**config.mk**
```make
export PLATFORM = sky130hd
export DESIGN_NAME = smbus_eeprom_access
export DESIGN_NICKNAME = d
export VERILOG_FILES = /design/src/logic/smbus_eeprom_access.v
export VERILOG_INCLUDE_DIRS = /design/src /design/src/logic
export SDC_FILE = /design/constraint.sdc
export NUM_CORES = 1
export LEC_CHECK = 0
export ABC_CLOCK_PERIOD_IN_PS = 8800
export BUFFER_PORTS_ARGS = -buffer_cell sky130_fd_sc_hd__buf_2
export CORE_AREA = 5 5 221 159
export DETAILED_ROUTE_END_ITERATION = 10
export DIE_AREA = 0 0 226 164
export PLACE_DENSITY = 0.63
export SETUP_SLACK_MARGIN = 0.05
export SYNTH_ARGS = -nofsm -noshare
export SYNTH_HDL_FRONTEND = slang
export SYNTH_SLANG_ARGS = --single-unit
```
**constraint.sdc**
```tcl
create_clock -name CLOCK -period 8.8 [get_ports CLOCK]
set_input_delay 1.32 -clock CLOCK [delete_from_list [all_inputs] [get_ports CLOCK]]
set_output_delay 1.32 -clock CLOCK [all_outputs]
set_load 0.02 [all_outputs]
```
**src/logic/smbus_eeprom_defines.vh**
```
// Purpose: constants for the master SMBus control and EEPROM byte access block
// Assumes: 50 MHz core clock, APB register bus with 32-bit data
// Notes: offsets are byte addresses
`ifndef SMBUS_EEPROM_DEFINES_VH
`define SMBUS_EEPROM_DEFINES_VH
`define OFS_SMBUS_MASTER_CONTROL 12'h428
`define OFS_EEPROM_BYTE_ACCESS 12'h42C
`define OFS_SMBUS_STATUS 12'h424
`define CLK_PERIOD_NS 20
`define PRESCALE_UNIT_NS 32
`define DIVIDER_RESET 16'h0053
`define CTL_IGNORE_MASTERS_BIT 16
`define CTL_SKIP_CHECKSUM_BIT 17
`define CTL_TIMEOUT_DISABLE_BIT 22
`define ACC_BUSY_BIT 24
`define ACC_DONE_BIT 25
`define ACC_OP_BIT 26
`define STS_NACK_BIT 25
`define STS_ARB_BIT 26
`define STS_CHECKSUM_BIT 28
`define ARB_RETRY_LIMIT 5'h10
`define TIMEOUT_MS 25
`define OP_WRITE 1'b0
`define OP_READ 1'b1
`endif

```
**src/logic/smbus_eeprom_access.v**
```verilog
// Purpose: master SMBus control and software byte access to a serial EEPROM
// Assumes: APB slave at 50 MHz; bus pins are open drain, sampled by two flops
// Notes: control register survives warm reset except the timeout disable bit, which WARM_RST_N clears; the rest is cleared only by RST_N
`timescale 1ns/1ps
`include "smbus_eeprom_defines.vh"
module smbus_eeprom_access #(
  parameter [6:0] EEPROM_DEV_ADDR = 7'h50,
  parameter TIMEOUT_CYCLES = (`TIMEOUT_MS * 1000000) / `CLK_PERIOD_NS
) (
  input wire CLOCK,
  input wire RST_N,
  input wire WARM_RST_N,
  input wire CE,
  input wire PSEL,
  input wire PENABLE,
  input wire PWRITE,
  input wire [11:0] PADDR,
  input wire [31:0] PWDATA,
  output wire [31:0] PRDATA,
  output wire PREADY,
  output wire PSLVERR,
  input wire SCL_IN,
  output wire SCL_OUT,
  output wire SCL_OE,
  input wire SDA_IN,
  output wire SDA_OUT,
  output wire SDA_OE,
  input wire INIT_CHECKSUM_BAD,
  output wire CHECKSUM_ERROR,
  output wire TIMEOUT_DISABLE
);
  localparam ST_IDLE = 4'h0;
  localparam ST_START = 4'h1;
  localparam ST_BYTE = 4'h2;
  localparam ST_ACK = 4'h3;
  localparam ST_RESTART = 4'h4;
  localparam ST_STOP = 4'h5;
  localparam ST_DONE = 4'h6;
  localparam ST_RETRY = 4'h7;
  localparam [2:0] PH_DEV = 3'h0;
  localparam [2:0] PH_AHI = 3'h1;
  localparam [2:0] PH_ALO = 3'h2;
  localparam [2:0] PH_WDAT = 3'h3;
  localparam [2:0] PH_RDEV = 3'h4;
  localparam [2:0] PH_RDAT = 3'h5;
  localparam [15:0] UNIT_NUM = `PRESCALE_UNIT_NS;
  localparam [15:0] CLK_NS = `CLK_PERIOD_NS;

  ////////////////////////////////////////////////////////////////////////////////
  // helpers
  function [31:0] quarter_cycles;
    input [15:0] div;
    reg [31:0] ns;
    begin
      ns = {16'h0000, div} * {16'h0000, UNIT_NUM};
      quarter_cycles = (ns + {16'h0000, CLK_NS} * 32'h4 - 32'h1) / ({16'h0000, CLK_NS} * 32'h4);
      if (quarter_cycles == 32'h0) begin
        quarter_cycles = 32'h1;
      end
    end
  endfunction

  function [7:0] byte_for_phase;
    input [2:0] ph;
    input [15:0] addr;
    input [7:0] data;
    begin
      case (ph)
        PH_DEV: byte_for_phase = {EEPROM_DEV_ADDR, 1'b0};
        PH_AHI: byte_for_phase = addr[15:8];
        PH_ALO: byte_for_phase = addr[7:0];
        PH_WDAT: byte_for_phase = data;
        PH_RDEV: byte_for_phase = {EEPROM_DEV_ADDR, 1'b1};
        default: byte_for_phase = 8'hFF;
      endcase
    end
  endfunction

  ////////////////////////////////////////////////////////////////////////////////
  // pin synchronisers
  reg scl_m_ff, scl_s_ff, sda_m_ff, sda_s_ff;
  always @(posedge CLOCK or negedge RST_N) begin
    if (!RST_N) begin
      scl_m_ff <= 1'b1;
      scl_s_ff <= 1'b1;
      sda_m_ff <= 1'b1;
      sda_s_ff <= 1'b1;
    end else if (CE) begin
      scl_m_ff <= SCL_IN;
      scl_s_ff <= scl_m_ff;
      sda_m_ff <= SDA_IN;
      sda_s_ff <= sda_m_ff;
    end
  end

  ////////////////////////////////////////////////////////////////////////////////
  // registers
  reg [15:0] divider_ff;
  reg ignore_masters_ff, skip_checksum_ff, timeout_dis_ff;
  reg [15:0] addr_ff;
  reg [7:0] data_ff;
  reg op_ff, done_ff, nack_ff, arb_ff;
  reg [3:0] state_ff;
  wire busy = (state_ff != ST_IDLE);
  wire wr_acc = PSEL & PENABLE & PWRITE;
  wire hit_ctl = (PADDR == `OFS_SMBUS_MASTER_CONTROL);
  wire hit_acc = (PADDR == `OFS_EEPROM_BYTE_ACCESS);
  wire hit_sts = (PADDR == `OFS_SMBUS_STATUS);
  wire start_op = CE & wr_acc & hit_acc & !busy;
  wire op_done;
  wire op_nack;
  wire op_arb;
  wire [7:0] rd_byte;

  assign PREADY = 1'b1;
  assign PSLVERR = PSEL & PENABLE & !(hit_ctl | hit_acc | hit_sts);
  assign PRDATA = !(PSEL & !PWRITE) ? 32'h00000000 :
    hit_ctl ? {9'h000, timeout_dis_ff, 4'h0, skip_checksum_ff, ignore_masters_ff, divider_ff} :
    hit_acc ? {5'h00, op_ff, done_ff, busy, data_ff, addr_ff} :
    hit_sts ? {3'h0, CHECKSUM_ERROR, 1'b0, arb_ff, nack_ff, 25'h0000000} :
    32'h00000000;
  assign TIMEOUT_DISABLE = timeout_dis_ff;
  assign CHECKSUM_ERROR = INIT_CHECKSUM_BAD & !skip_checksum_ff;

  // sticky control: only the fundamental reset clears it
  always @(posedge CLOCK or negedge RST_N) begin
    if (!RST_N) begin
      divider_ff <= `DIVIDER_RESET;
      ignore_masters_ff <= 1'b0;
      skip_checksum_ff <= 1'b0;
    end else if (CE && wr_acc && hit_ctl) begin
      divider_ff <= PWDATA[15:0];
      ignore_masters_ff <= PWDATA[`CTL_IGNORE_MASTERS_BIT];
      skip_checksum_ff <= PWDATA[`CTL_SKIP_CHECKSUM_BIT];
    end
  end

  always @(posedge CLOCK or negedge RST_N) begin
    if (!RST_N) begin
      timeout_dis_ff <= 1'b0;
      addr_ff <= 16'h0000;
      data_ff <= 8'h00;
      op_ff <= `OP_WRITE;
      done_ff <= 1'b0;
      nack_ff <= 1'b0;
      arb_ff <= 1'b0;
    end else if (!WARM_RST_N) begin
      timeout_dis_ff <= 1'b0;
      addr_ff <= 16'h0000;
      data_ff <= 8'h00;
      op_ff <= `OP_WRITE;
      done_ff <= 1'b0;
      nack_ff <= 1'b0;
      arb_ff <= 1'b0;
    end else if (CE) begin
      if (wr_acc && hit_ctl) begin
        timeout_dis_ff <= PWDATA[`CTL_TIMEOUT_DISABLE_BIT];
      end
      if (wr_acc && hit_acc && !busy) begin
        addr_ff <= PWDATA[15:0];
        data_ff <= PWDATA[23:16];
        op_ff <= PWDATA[`ACC_OP_BIT];
      end
      if (op_done && op_ff == `OP_READ) begin
        data_ff <= rd_byte;
      end
      if (op_done) begin
        done_ff <= 1'b1;
      end else if (start_op || (wr_acc && hit_acc && PWDATA[`ACC_DONE_BIT])) begin
        done_ff <= 1'b0;
      end
      if (op_nack) begin
        nack_ff <= 1'b1;
      end else if (wr_acc && hit_sts && PWDATA[`STS_NACK_BIT]) begin
        nack_ff <= 1'b0;
      end
      if (op_arb) begin
        arb_ff <= 1'b1;
      end else if (wr_acc && hit_sts && PWDATA[`STS_ARB_BIT]) begin
        arb_ff <= 1'b0;
      end
    end
  end

  ////////////////////////////////////////////////////////////////////////////////
  // bit timer: four quarters per bus clock period
  reg [31:0] tick_cnt_ff;
  reg [1:0] quarter_ff;
  wire clk_run = (divider_ff > 16'h0001);
  wire tick = clk_run && (tick_cnt_ff == 32'h0);
  always @(posedge CLOCK or negedge RST_N) begin
    if (!RST_N) begin
      tick_cnt_ff <= 32'h0;
    end else if (CE) begin
      if (!busy || !clk_run || tick_cnt_ff == 32'h0) begin
        tick_cnt_ff <= quarter_cycles(divider_ff) - 32'h1;
      end else begin
        tick_cnt_ff <= tick_cnt_ff - 32'h1;
      end
    end
  end

  ////////////////////////////////////////////////////////////////////////////////
  // transaction engine
  reg [2:0] phase_ff;
  reg [2:0] bit_ff;
  reg [7:0] shift_ff;
  reg [4:0] losses_ff;
  reg scl_low_ff, sda_low_ff;
  reg nack_p_ff, arb_p_ff;
  reg [31:0] idle_cnt_ff;
  assign op_done = tick && (state_ff == ST_DONE) && !timed_out;
  assign op_nack = nack_p_ff;
  assign op_arb = arb_p_ff;
  assign rd_byte = shift_ff;
  assign SCL_OUT = 1'b0;
  assign SDA_OUT = 1'b0;
  assign SCL_OE = scl_low_ff;
  assign SDA_OE = sda_low_ff;
  wire reading = (phase_ff == PH_RDAT);
  wire lost = sda_low_ff == 1'b0 && sda_s_ff == 1'b0 && !reading;
  wire timed_out = !timeout_dis_ff && idle_cnt_ff >= TIMEOUT_CYCLES;

  always @(posedge CLOCK or negedge RST_N) begin
    if (!RST_N) begin
      state_ff <= ST_IDLE;
      phase_ff <= PH_DEV;
      bit_ff <= 3'h7;
      shift_ff <= 8'h00;
      quarter_ff <= 2'h0;
      losses_ff <= 5'h00;
      scl_low_ff <= 1'b0;
      sda_low_ff <= 1'b0;
      nack_p_ff <= 1'b0;
      arb_p_ff <= 1'b0;
      idle_cnt_ff <= 32'h0;
    end else if (CE) begin
      nack_p_ff <= 1'b0;
      arb_p_ff <= 1'b0;
      idle_cnt_ff <= (busy && !scl_s_ff && !scl_low_ff) ? idle_cnt_ff + 32'h1 : 32'h0;
      if (start_op) begin
        state_ff <= ST_START;
        phase_ff <= PH_DEV;
        quarter_ff <= 2'h0;
        losses_ff <= 5'h00;
      end else if (busy && timed_out) begin
        state_ff <= ST_STOP;
        nack_p_ff <= 1'b1;
        quarter_ff <= 2'h0;
      end else if (tick) begin
        quarter_ff <= quarter_ff + 2'h1;
        case (state_ff)
          ST_START, ST_RESTART: begin
            case (quarter_ff)
              2'h0: sda_low_ff <= 1'b0;
              2'h1: scl_low_ff <= 1'b0;
              2'h2: sda_low_ff <= 1'b1;
              default: begin
                scl_low_ff <= 1'b1;
                state_ff <= ST_BYTE;
                bit_ff <= 3'h7;
                shift_ff <= byte_for_phase(phase_ff, addr_ff, data_ff);
              end
            endcase
          end
          ST_BYTE, ST_ACK: begin
            case (quarter_ff)
              2'h0: begin
                scl_low_ff <= 1'b1;
                if (state_ff == ST_ACK) begin
                  sda_low_ff <= reading ? 1'b0 : 1'b0;
                end else begin
                  sda_low_ff <= reading ? 1'b0 : !shift_ff[7];
                end
              end
              2'h1: scl_low_ff <= 1'b0;
              2'h2: quarter_ff <= scl_s_ff ? 2'h3 : 2'h2;
              default: begin
                scl_low_ff <= 1'b1;
                if (state_ff == ST_BYTE) begin
                  if (lost && !ignore_masters_ff) begin
                    state_ff <= ST_RETRY;
                  end else begin
                    shift_ff <= {shift_ff[6:0], reading ? sda_s_ff : 1'b0};
                    bit_ff <= bit_ff - 3'h1;
                    if (bit_ff == 3'h0) begin
                      state_ff <= ST_ACK;
                    end
                  end
                end else if (reading) begin
                  state_ff <= ST_STOP;
                end else if (sda_s_ff) begin
                  nack_p_ff <= 1'b1;
                  state_ff <= ST_STOP;
                end else if (phase_ff == PH_WDAT) begin
                  state_ff <= ST_STOP;
                end else if (phase_ff == PH_ALO && op_ff == `OP_READ) begin
                  phase_ff <= PH_RDEV;
                  state_ff <= ST_RESTART;
                end else if (phase_ff == PH_RDEV) begin
                  phase_ff <= PH_RDAT;
                  state_ff <= ST_BYTE;
                  bit_ff <= 3'h7;
                end else begin
                  phase_ff <= phase_ff + 3'h1;
                  state_ff <= ST_BYTE;
                  bit_ff <= 3'h7;
                  shift_ff <= byte_for_phase(phase_ff + 3'h1, addr_ff, data_ff);
                end
              end
            endcase
          end
          ST_RETRY: begin
            scl_low_ff <= (quarter_ff == 2'h0) ? scl_low_ff : 1'b0;
            sda_low_ff <= (quarter_ff == 2'h0) ? sda_low_ff : 1'b0;
            if (losses_ff == `ARB_RETRY_LIMIT - 5'h1) begin
              arb_p_ff <= 1'b1;
              state_ff <= ST_IDLE;
            end else if (quarter_ff == 2'h3 && scl_s_ff && sda_s_ff) begin
              losses_ff <= losses_ff + 5'h1;
              phase_ff <= PH_DEV;
              state_ff <= ST_START;
            end
          end
          ST_STOP: begin
            case (quarter_ff)
              2'h0, 2'h1: begin
                scl_low_ff <= 1'b1;
                sda_low_ff <= 1'b1;
              end
              2'h2: scl_low_ff <= 1'b0;
              default: begin
                sda_low_ff <= 1'b0;
                state_ff <= ST_DONE;
              end
            endcase
          end
          ST_DONE: begin
            state_ff <= ST_IDLE;
          end
          default: state_ff <= ST_IDLE;
        endcase
      end
    end
  end
endmodule

```
# ---- Yosys cells after proc, flatten, opt, wreduce, memory -nomap -nowiden
# Index checks and enable logic that the tools add are counted.
dict set report totals {
  input_bits 54
  regBits 144
}
dict set report classes {
  n_eq_ne 59
  div 1
  muxes 121
  n_bitwise 14
  n_reduce_logical 71
  addsub 9
  magnitude_cmp 2
}
# cell n
set ops {}
lappend ops {{32-bit 2-to-1 mux} 5}
lappend ops {{29-bit 2-to-1 mux} 4}
lappend ops {{8-bit 2-to-1 mux} 13}
lappend ops {{8-bit one-hot mux with 5 select lines} 2}
lappend ops {{3-bit 2-to-1 mux} 24}
lappend ops {{32-bit zero test} 2}
lappend ops {{32-bit by 1-bit subtractor with 32-bit output (second input constant)} 2}
lappend ops {{16-bit 2-to-1 mux} 3}
lappend ops {{3-bit inequality test (second input constant)} 15}
lappend ops {{4-bit 2-to-1 mux} 11}
lappend ops {{1-bit 2-to-1 mux} 37}
lappend ops {{12-bit by 11-bit == test with 1-bit output (second input constant)} 3}
lappend ops {{32-bit by 1-bit adder with 32-bit output (second input constant)} 1}
lappend ops {{32-bit by 7-bit divider with 32-bit output (second input constant)} 1}
lappend ops {{32-bit by 21-bit >= comparator with 1-bit output (second input constant)} 1}
lappend ops {{5-bit 2-to-1 mux} 6}
lappend ops {{1-bit logical AND} 23}
lappend ops {{22-bit by 1-bit subtractor with 23-bit output (second input constant)} 1}
lappend ops {{21-bit by 7-bit adder with 22-bit output (second input constant)} 1}
lappend ops {{2-bit inequality test (second input constant)} 10}
lappend ops {{9-bit AND reduction} 2}
lappend ops {{4-bit by 3-bit == test with 1-bit output (second input constant)} 4}
lappend ops {{16-bit by 1-bit greater-than comparator with 1-bit output (second input constant)} 1}
lappend ops {{4-bit one-hot mux with 4 select lines} 1}
lappend ops {{other kinds (40)} 104}

# ---- Depth between registers and ports, before layout
# Gate-level depths: netlist of run 1.
dict set report depth {
  depth_word 12
  mapped_depth 33
  ltp_nobuf 27
}

# ---- Worst setup path before layout of run 1
# No wires, ideal clock.
dict set report synth_timing {
  kind {register to register}
  startpoint {register divider_ff[6]}
  endpoint {register tick_cnt_ff[26]}
  arrival_ns 6.856
  path_slack_ns 1.844
  required_time_ns 8.701
  synth_period_minus_slack_ns 6.956
  path_stages_with_launch 30
  path_buffers 4
  path_cell_list {dfstp_2 -> buf_4 -> nand4_4 -> or4_4 -> o31a_1 -> o221a_2 -> o22a_2 -> mux2_4 -> a221oi_4 -> o21a_2 -> a211oi_1 -> or2_1 -> buf_2 -> a41oi_1 -> o221ai_1 -> nand2_1 -> clkbuf_1 -> mux2_2 -> a221oi_1 -> o31ai_1 -> a41oi_1 -> nand2_1 -> o21ai_0 -> ha_1 -> o311ai_0 -> or2_0 -> clkbuf_1 -> nor3_4 -> a21oi_1 -> a311oi_1}
}
dict set report synth_between {
  elab_chain_cells 9
  word_cells_on_any_way 13
  cone_classes {add/sub (3); div (1); order compare (1); mux (4); reduce/logical (4)}
}
# item line_no
set synth_rtl {}
lappend synth_rtl {{start, declared} smbus_eeprom_access.v:98} ;# reg [15:0] divider_ff;
lappend synth_rtl {{start signal, assigned} smbus_eeprom_access.v:128} ;# divider_ff <= `DIVIDER_RESET;
lappend synth_rtl {{start signal, assigned} smbus_eeprom_access.v:132} ;# divider_ff <= PWDATA[15:0];
lappend synth_rtl {{21-bit by 7-bit adder with 22-bit output} smbus_eeprom_access.v:56} ;# quarter_cycles = (ns + {16'h0000, CLK_NS} * 32'h4 - 32'h1) / ({16'h0000, CLK_NS} * 32'h4);
lappend synth_rtl {{22-bit by 1-bit subtractor with 23-bit output} smbus_eeprom_access.v:56}
lappend synth_rtl {{32-bit by 7-bit divider with 32-bit output} smbus_eeprom_access.v:56}
lappend synth_rtl {{32-bit zero test} smbus_eeprom_access.v:57} ;# if (quarter_cycles == 32'h0) begin
lappend synth_rtl {{32-bit 2-to-1 mux} smbus_eeprom_access.v:57}
lappend synth_rtl {{32-bit 2-to-1 mux} smbus_eeprom_access.v:195} ;# if (!busy || !clk_run || tick_cnt_ff == 32'h0) begin
lappend synth_rtl {{32-bit 2-to-1 mux} smbus_eeprom_access.v:194} ;# end else if (CE) begin
lappend synth_rtl {{32-bit by 1-bit subtractor with 32-bit output} smbus_eeprom_access.v:196} ;# tick_cnt_ff <= quarter_cycles(divider_ff) - 32'h1;
lappend synth_rtl {{32-bit 2-to-1 mux *} smbus_eeprom_access.v:195}
lappend synth_rtl {{end signal, assigned} smbus_eeprom_access.v:196}
lappend synth_rtl {{end signal, assigned} smbus_eeprom_access.v:198} ;# tick_cnt_ff <= tick_cnt_ff - 32'h1;
lappend synth_rtl {{end, declared} smbus_eeprom_access.v:187} ;# reg [31:0] tick_cnt_ff;
# Mark *: on every way between the ends. The rest lies on a longest branch, timed or not. The select of a mux whose other input is x is not followed.
# A chain may end at the register's enable or synchronous reset.

# ---- Worst setup path in the final report of run 1
dict set report layout_timing {
  startpoint {register divider_ff[2]}
  endpoint {register tick_cnt_ff[12]}
}
# The elaborated chain is that of the path after synthesis.

==> impl_metrics.yaml, run 1 <==
sta:
  hold_viol: 0
  layout_min_cycle_time_ps: 8060
  post-route-period-util_pct: 91.5
  setup_violations: 0
  grt_setup_unrepaired: "no"
  clock.fmax_mhz: 124
  whs_ps: 488
  worst_pin_slew_ps: 1160
  drv_slew: 0
  fin_tns_setup_ps: 0
  skew_ps: 10.7
  maxSlewHeadroom_pct: 22.3
worst_setup_path:
  critical_path_required_ps: 9110
  reg2reg_from: "divider_ff[2]"
  path_class: "reg2reg"
  startpoint: "divider_ff[2]"
  critPathBufInv: 3
  cp_slowest_cell: "dfrtp_1"
  start_kind: "flip-flop"
  worstPathArrival_ps: 8370
  end_kind: "flip-flop"
  max_stage_delay_ps: 570
  cp_top_family: "compound AO/OA/AOI/OAI gates"
  worst-path-max-fanout: 12
cts:
  cts.path.max_buffers: 2
  cts_root_buffer: "clkbuf_16"
  insertion_delay_ps: 430
  numClockSinks: 143
  cts_tree: "built"
  htree_num_levels: 4
  cts_buffers: 17
  clkTransAtPathRegs_ps: 60
cells_and_area:
  nets: 1558
  final_common_cell: "nand2_1"
  layout_common_cells: "nand2_1, nor2_1, dfrtp_1, a21oi_1, o21ai_0"
  final_area_mm2: 0.0127
  n_antenna_cell: 0
  layout-area-overhead-vs-synth_pct: 12.1
  layout-drive-gt1-share_pct: 13.2
floorplan:
  die_x_um: 226
  ios: 94
  fp-row-count: 56
  design.core.area_mm2: 0.0329
  die-area_mm2: 0.0371
  die_h_um: 164
  start_util_pct: 34.4
logic_synthesis:
  yosysWarnings: 0
  synth_area_per_cell_um2: 7.81
  ys_seq_area_share_pct: 31.7
  synth_cells: 1449
  ys_ff_latch: 143
  synth_edf_count: 0
  synthFlopType: "dfrtp_1"
  netlist_area_mm2: 0.0113
  yosysUniqueCellTypes: 92
  async_flop_share_pct: 100
min_path:
  hold_start: "bit_ff[1]"
  hp-class: "reg2reg"
run:
  cap_viol_max_count: 0
placement:
  dp_hpwl_um: 25500
  gp_congestion: 0.923
  placed_cell_area_mm2: 0.0120
  portBuffers: 80
global_route:
  grt_pass1_wl_um: 57500
  gr-total-overflow: 0
  antenna_found_initial: 0
  grt_max_degree: 91
  grt_pass1_vias: 10600
  grt_usage_pct: 18.9
routing:
  dr.pass1.iters: 5
  drcViolationCount: 0
  vias: 11400
  drt_iter0_markers: 1195
  viasPerCell: 5.91
  wl_per_cell_um: 18.2
  ant_nets: 0
  wl_um: 35300
power:
  p_total_mw: 1.61
  power.share.combinational_pct: 7.5
  p_sw_mw: 0.383
  p_per_area_mw_per_mm2: 127
  internal_power_mw: 1.22
  leakage_nw: 5.18
  max-vdd-ir-drop_mv: 0.127
  seqPwrFrac_pct: 42.8
  swShare_pct: 23.9
  clkPwrFrac_pct: 49.7
status:
  status: "finished clean"
-- worst min-delay path, stage by stage (launching register included) --
cell	delay [ps]
dfstp_2	360
inv_1	70
a21oi_1	60
-- logic make-up after synthesis --
logic type,count (synthesis),synth area share [%]
adders and majority gates,22,2.39
xor gates and xnor gates,52,4.02
DFF,143,31.7
AOI/OAI and AO/OA,395,23.9
buffers and inverters,138,5.41
muxes,64,5.95
other,2,0.0664
and+or+nand+nor,633,26.5
-- layout make-up --
| class | instances | area, um2 |
|---|---|---|
| Fill cell | 3327 | 20200 |
| Multi-Input combinational cell | 1173 | 7140 |
| Sequential cell | 143 | 3590 |
| Timing Repair Buffer | 107 | 609 |
| Tap cell | 435 | 544 |
| Clock buffer | 21 | 450 |
| Clock inverter | 11 | 189 |
| Inverter | 42 | 158 |
-- cell usage after synthesis (6+ instances only) --
master | number | area, um2
nand4_1 | 16 | 100
xnor2_1 | 33 | 289
nand3_1 | 62 | 310
dfstp_2 | 11 | 289
inv_1 | 42 | 158
o2111ai_1 | 13 | 114
o21ai_0 | 86 | 430
and4_1 | 6 | 52.6
o221ai_1 | 7 | 61.3
nor2b_1 | 16 | 100
o211ai_1 | 11 | 82.6
a211oi_1 | 19 | 143
a32oi_1 | 14 | 123
xor2_1 | 19 | 166
a31oi_1 | 18 | 113
nor4_1 | 22 | 138
clkbuf_1 | 62 | 233
nand2b_1 | 13 | 81.3
or3_1 | 12 | 75.1
nor2_1 | 174 | 653
nor3_1 | 49 | 245
buf_1 | 8 | 30.0
buf_4 | 12 | 90.1
mux2_2 | 22 | 248
and3_1 | 26 | 163
buf_2 | 9 | 45.0
and2_1 | 16 | 100
nand2_1 | 190 | 713
mux2i_1 | 41 | 410
a41oi_1 | 8 | 70.1
a21oi_1 | 98 | 490
dfrtp_1 | 132 | 3300
o31ai_1 | 16 | 120
a221oi_1 | 10 | 87.6
ha_1 | 20 | 250
-- final timing paths --
check	to	slack [ps]	depth (start not counted)
setup / recovery	tick_cnt_ff[12]	740	28
hold / removal	bit_ff[1]	490	2
setup reg to reg	tick_cnt_ff[12]	740	28
hold reg to reg	bit_ff[1]	490	2
max in group asynchronous	addr_ff[0]	6690	2
min in group asynchronous	rd_byte[6]	920	1
-- per-layer routing --
layer	track usage [%]	share of wire [%]
met5	0	0
met4	4.81	1.9
met1	29.7	48
met3	3.66	8.7
met2	26.1	41
-- power by group through the flow --
stage	logic, mW	registers [mW]	clock network (mW)
finish	0.120	0.687	0.797
floorplan	0.0755	0.692	0
global route	0.136	0.689	0.838
CTS	0.121	0.687	0.808
global placement	0.118	0.698	0
detailed placement	0.121	0.699	0
-- sequential cells by signal, indices dropped and copies added (netlist names), 2 cells and up --
register     cells
idle_cnt_ff     32
tick_cnt_ff     32
addr_ff         16
divider_ff      16
data_ff          8
rd_byte          8
losses_ff        5
bit_ff           3
phase_ff         3
state_ff         3
quarter_ff       2
-- stage by stage --
stage / setup WS (ps) / instances / util [%]
2_1_floorplan: 1840 / 1454 / -
3_3_place_gp: 966 / 1900 / 36.7
3_5_place_dp: 822 / 1900 / 36.7
4_1_cts: 768 / 1932 / 38.6
5_1_grt: 161 / 1932 / 38.6
6_report: 745 / 1932 / 38.6
-- timing repair --
action | CTS | global route
hold buffers | 0 | 0
gates resized for setup | 0 | 1
endpoints found under the setup margin | 0 | 3
setup buffers | 0 | 0
(Power assumes the default switching activity.)
==> inputs of run 2 (changes only) <==
- CELL_PAD_IN_SITES_DETAIL_PLACEMENT: unset -> 1
- CELL_PAD_IN_SITES_GLOBAL_PLACEMENT: unset -> 2
- PLACE_DENSITY: 0.63 -> unset
- PLACE_DENSITY_LB_ADDON: unset -> 0.05
==> run 2 against run 1 <==
Against the previous run:
- critical path depth shrank 1
- routed wire length up 15%
- utilization decreased by 0.072 points
- sequential power about the same
- final cell count increased by 0.36%
- worst setup slack worse by 56 ps
- design area decreased by 0.19%
- fmax shrank 0.69%
- critical path type unchanged
- largest power group unchanged
- highest routed layer unchanged
==> impl_metrics.yaml, run 2 (synthesis results as in run 1) <==
global_route:
  antenna_found_initial: 1
  grt_pass1_wl_um: 65200
  gr-total-overflow: 0
  grt_pass1_vias: 11100
  grt_max_degree: 97
  grt_usage_pct: 22.0
sta:
  drv_slew: 0
  worst_slack_ps: 689
  layout_min_cycle_time_ps: 8110
  hold_viol: 0
  post-route-period-util_pct: 92.2
  whs_ps: 483
  grt_setup_unrepaired: "no"
  clock.fmax_mhz: 123
  setup_violations: 0
  worst_pin_slew_ps: 1130
  fin_tns_setup_ps: 0
  maxSlewHeadroom_pct: 24.8
  skew_ps: 6.57
cells_and_area:
  final_cells: 1939
  multi_input_area_mm2: 0.00714
  nets: 1563
  final_area_mm2: 0.0127
  final_common_cell: "nand2_1"
  fillerInstances: 3988
  layout_common_cells: "nand2_1, nor2_1, dfrtp_1, a21oi_1, o21ai_0"
  layout-drive-gt1-share_pct: 13.3
  seqCellArea_mm2: 0.00359
  largestRegisters: "idle_cnt_ff (32), tick_cnt_ff (32)"
  utilization_pct: 38.5
  layout-area-overhead-vs-synth_pct: 11.9
routing:
  vias: 11300
  ant_nets: 0
  drcViolationCount: 0
  drt_iter0_markers: 896
  viasPerCell: 5.84
  wl_per_cell_um: 20.9
  dr.pass1.iters: 5
  wl_um: 40600
placement:
  dp_hpwl_um: 30100
  pre_cts_ws_ps: 877
  dp.cells: 1905
  portBuffers: 80
  placed_cell_area_mm2: 0.0121
  gp_congestion: 0.879
run:
  cap_viol_max_count: 0
power:
  swShare_pct: 25.0
  seqPwrFrac_pct: 44.9
  max-vdd-ir-drop_mv: 0.127
  internal_power_mw: 1.15
  p_total_mw: 1.53
  power.share.combinational_pct: 8.0
  p_per_area_mw_per_mm2: 121
  p_sw_mw: 0.384
  clkPwrFrac_pct: 47.1
  leakage_nw: 5.18
cts:
  cts.path.max_buffers: 2
  cts_tree: "built"
  numClockSinks: 143
  clkTransAtPathRegs_ps: 60
  ctsResizeCount: 0
  cts_hold_buf: 0
  cts_buffers: 17
  insertion_delay_ps: 440
  cts_root_buffer: "clkbuf_16"
  htree_num_levels: 4
  postCtsSetupRepairBufs: 0
worst_setup_path:
  reg2reg_from: "divider_ff[1]"
  end_kind: "flip-flop"
  startpoint: "divider_ff[1]"
  worst-path-max-fanout: 11
  reg2reg_depth: 27
  worstPathArrival_ps: 8450
  path_class: "reg2reg"
  start_kind: "flip-flop"
  critical_path_required_ps: 9140
floorplan:
  fp-row-count: 56
  ios: 94
  die_x_um: 226
  die-area_mm2: 0.0371
  die_h_um: 164
  design.core.area_mm2: 0.0329
  start_util_pct: 34.4
min_path:
  hold_start: "bit_ff[1]"
  hp-class: "reg2reg"
  hold_depth: 2
status:
  status: "finished clean"
==> run 2: cell count changes in the layout (fill, tap and decap cells not counted), sizes merged <==
cell / previous run / this run
clkinvlp: 2 / 1
bufinv: 5 / 2
clkbuf: 21 / 26
diode: 0 / 2
clkinv: 4 / 3
buf: 107 / 112
==> run 2: final cells by class <==
| class | instances | area share, % |
|---|---|---|
| Multi-Input combinational cell | 1173 | 56.4 |
| Sequential cell | 143 | 28.4 |
| Timing Repair Buffer | 112 | 5.11 |
| Inverter | 42 | 1.25 |
| Clock inverter | 6 | 0.652 |
| Antenna cell | 2 | 0.0395 |
| Tap cell | 435 | 4.30 |
| Clock buffer | 26 | 3.86 |
==> run 2: worst max-delay path: stages, from the launching register on <==
cell	delay (ps)
dfstp_2	600
ha_1	210
buf_4	190
and3_1	220
nand2_1	110
o311ai_1	720
and2_1	560
o211ai_1	240
a21oi_1	250
o21ai_2	190
o31ai_1	560
or2_1	240
buf_4	200
o31a_1	190
o211a_1	350
nand2_1	160
nor2_1	240
mux2i_1	110
a211o_1	310
a41oi_1	350
nand2_1	140
o21ai_0	130
ha_1	210
o311ai_0	270
or2_0	440
nor3_4	400
nor2_1	160
a311oi_1	240
==> run 2: routing by layer <==
metal	vias up	global-route usage, %	part of all wire (%)
met5	-	0	0
met4	0	4.34	1.1
met3	27	3.36	3.6
met2	197	31.3	42
met1	5701	35.0	54
li1	5400	-	-
==> run 2: power groups by stage <==
stage | clock, mW | sequential, mW | combinational (mW)
final | 0.723 | 0.689 | 0.123
after global routing | 0.774 | 0.690 | 0.138
after CTS | 0.744 | 0.688 | 0.124
after detailed placement | 0 | 0.700 | 0.124
after global placement | 0 | 0.700 | 0.122
after floorplan | 0 | 0.692 | 0.0755
==> run 2: path summary, 6_finish.rpt <==
check | endpoint | slack [ps]
worst max register to register | tick_cnt_ff[30] | 690
worst max-delay path | tick_cnt_ff[30] | 690
min in group asynchronous | tick_cnt_ff[4] | 960
worst min-delay path | bit_ff[1] | 480
max in group asynchronous | divider_ff[10] | 6630
worst min register to register | bit_ff[1] | 480
==> inputs of run 3 (changes only) <==
- ABC_CLOCK_PERIOD_IN_PS: 8800 -> 7210
- CORE_AREA: 5 5 221 159 -> 5 5 228 163
- DIE_AREA: 0 0 226 164 -> 0 0 233 168
- clock period: 8.8 -> 7.21 ns (I/O delays scaled with it)
==> run 3 against run 2 <==
Against the previous run:
- fmax rose by 16%
- die area rose by 5.6%
- clock power grew 14%
- via count up 3.8%
- final cell count is 7.5% higher
- sequential cell count unchanged
- sequential share of layout area down 2.2 points
- largest cell class unchanged
- first-iteration DRC count down 13%
- register-to-register slack lost 450 ps
==> impl_metrics.yaml, run 3 (synthesis results as in run 1) <==
routing:
  dr.pass1.iters: 6
  vias: 11800
  wl_um: 42700
  viasPerCell: 5.64
  ant_nets: 0
  drcViolationCount: 0
  wl_per_cell_um: 20.5
  drt_iter0_markers: 780
cts:
  cts.path.max_buffers: 2
  cts_hold_buf: 0
  cts_tree: "built"
  clkTransAtPathRegs_ps: 60
  cts_buffers: 17
  numClockSinks: 143
  insertion_delay_ps: 440
  htree_num_levels: 4
  cts_root_buffer: "clkbuf_16"
power:
  p_per_area_mw_per_mm2: 133
  leakage_nw: 5.74
  max-vdd-ir-drop_mv: 0.157
floorplan:
  start_util_pct: 32.8
  die_h_um: 168
  die_x_um: 233
  ios: 94
  die-area_mm2: 0.0391
  design.core.area_mm2: 0.0345
  fp-row-count: 57
sta:
  fin_tns_setup_ps: 0
  hold_viol: 0
  skew_ps: 8.96
  post-route-period-util_pct: 96.7
  worst_pin_slew_ps: 1220
  layout_min_cycle_time_ps: 6970
  drv_slew: 0
  clock.fmax_mhz: 143
  setup_violations: 0
  worst_slack_ps: 241
  maxSlewHeadroom_pct: 18.5
cells_and_area:
  layout_common_cells: "nand2_1, nor2_1, buf_4, dfrtp_1, a21oi_1"
  largestRegisters: "idle_cnt_ff (32), tick_cnt_ff (32)"
  layout-area-overhead-vs-synth_pct: 21.5
  nets: 1674
  layout-drive-gt1-share_pct: 22.0
  n_antenna_cell: 0
  final_common_cell: "nand2_1"
  final_area_mm2: 0.0137
global_route:
  grt_pass1_vias: 11700
  grt_usage_pct: 21.4
  grt_max_degree: 81
  gr-total-overflow: 0
  antenna_found_initial: 1
  grt_pass1_wl_um: 67600
worst_setup_path:
  cp_top_family: "compound AO/OA/AOI/OAI gates"
  max_stage_delay_ps: 560
  critical_path_required_ps: 7550
  start_kind: "flip-flop"
  worstPathArrival_ps: 7310
  cp_slowest_cell: "dfstp_2"
  path_class: "reg2reg"
  end_kind: "flip-flop"
  critPathBufInv: 3
  worst-path-max-fanout: 8
placement:
  dp_hpwl_um: 31800
  placed_cell_area_mm2: 0.0128
  pre_cts_ws_ps: -69.6
  portBuffers: 80
  gp_congestion: 0.872
run:
  cap_viol_max_count: 0
status:
  status: "finished clean"
min_path:
  hp-class: "reg2reg"
run 3: cell types whose count changed in the layout (fill, tap and decap cells not counted), sizes merged:
cell	change
clkinv	+3
buf	+110
bufinv	-2
diode	-2
run 3: final cells by class:
type / instances / area [um2]
Clock inverter: 7 / 37.5
Multi-Input combinational cell: 1173 / 7390
Sequential cell: 143 / 3590
Fill cell: 4223 / 20800
Inverter: 42 / 158
Timing Repair Buffer: 223 / 1490
Clock buffer: 25 / 495
Tap cell: 472 / 591
run 3: metrics by stage:
| stage | power, mW | utilization (%) | cells | hold WS, ps |
|---|---|---|---|---|
| floorplan | 0.937 | - | 1454 | 450 |
| finish | 1.83 | 39.8 | 2085 | 481 |
| global placement | 1.01 | 37.2 | 2035 | 465 |
| CTS | 1.85 | 38.8 | 2070 | 482 |
| global route | 1.91 | 39.8 | 2085 | 513 |
| detailed placement | 1.01 | 37.2 | 2035 | 473 |
run 3: tightest hold or removal path: cells and delay by family (launching register included):
kind | cells | cell delay (ps)
AOI/OAI and AO/OA | 1 | 60
DFF | 1 | 360
buffers and inverters | 1 | 60
run 3: repair_timing:
action / in CTS / in global routing
pin swaps: 1 / 22
setup buffers: 3 / 15
gates cloned: 0 / 0
gates resized for setup: 4 / 49
endpoints found under the setup margin: 8 / 14
run 3: path summary, 6_finish.rpt:
kind	from	end	slack (ps)	cells past startpoint
max	divider_ff[6]	tick_cnt_ff[30]	240	28
min	bit_ff[2]	bit_ff[2]	480	2
max reg2reg	divider_ff[6]	tick_cnt_ff[30]	240	28
min reg2reg	bit_ff[2]	bit_ff[2]	480	2
max in group asynchronous	RST_N	tick_cnt_ff[7]	5040	2
min in group asynchronous	RST_N	tick_cnt_ff[1]	640	1
run 3: routing by layer:
metal,vias up,share of wire (%),wire length [um],track usage [%]
met2,219,43,18300,31.5
met3,16,3.6,1520,3.33
met4,0,0.56,238,2.95
met1,5897,53,22700,33.6
met5,-,0,0,0
li1,5619,-,-,-
run 3: power by group:
part	total [mW]	leakage, nW	switching (mW)	internal (mW)
registers	0.840	1.83	0.0197	0.820
logic	0.163	3.64	0.106	0.0576
clock network	0.825	0.267	0.353	0.472
total	1.83	5.74	0.478	1.35
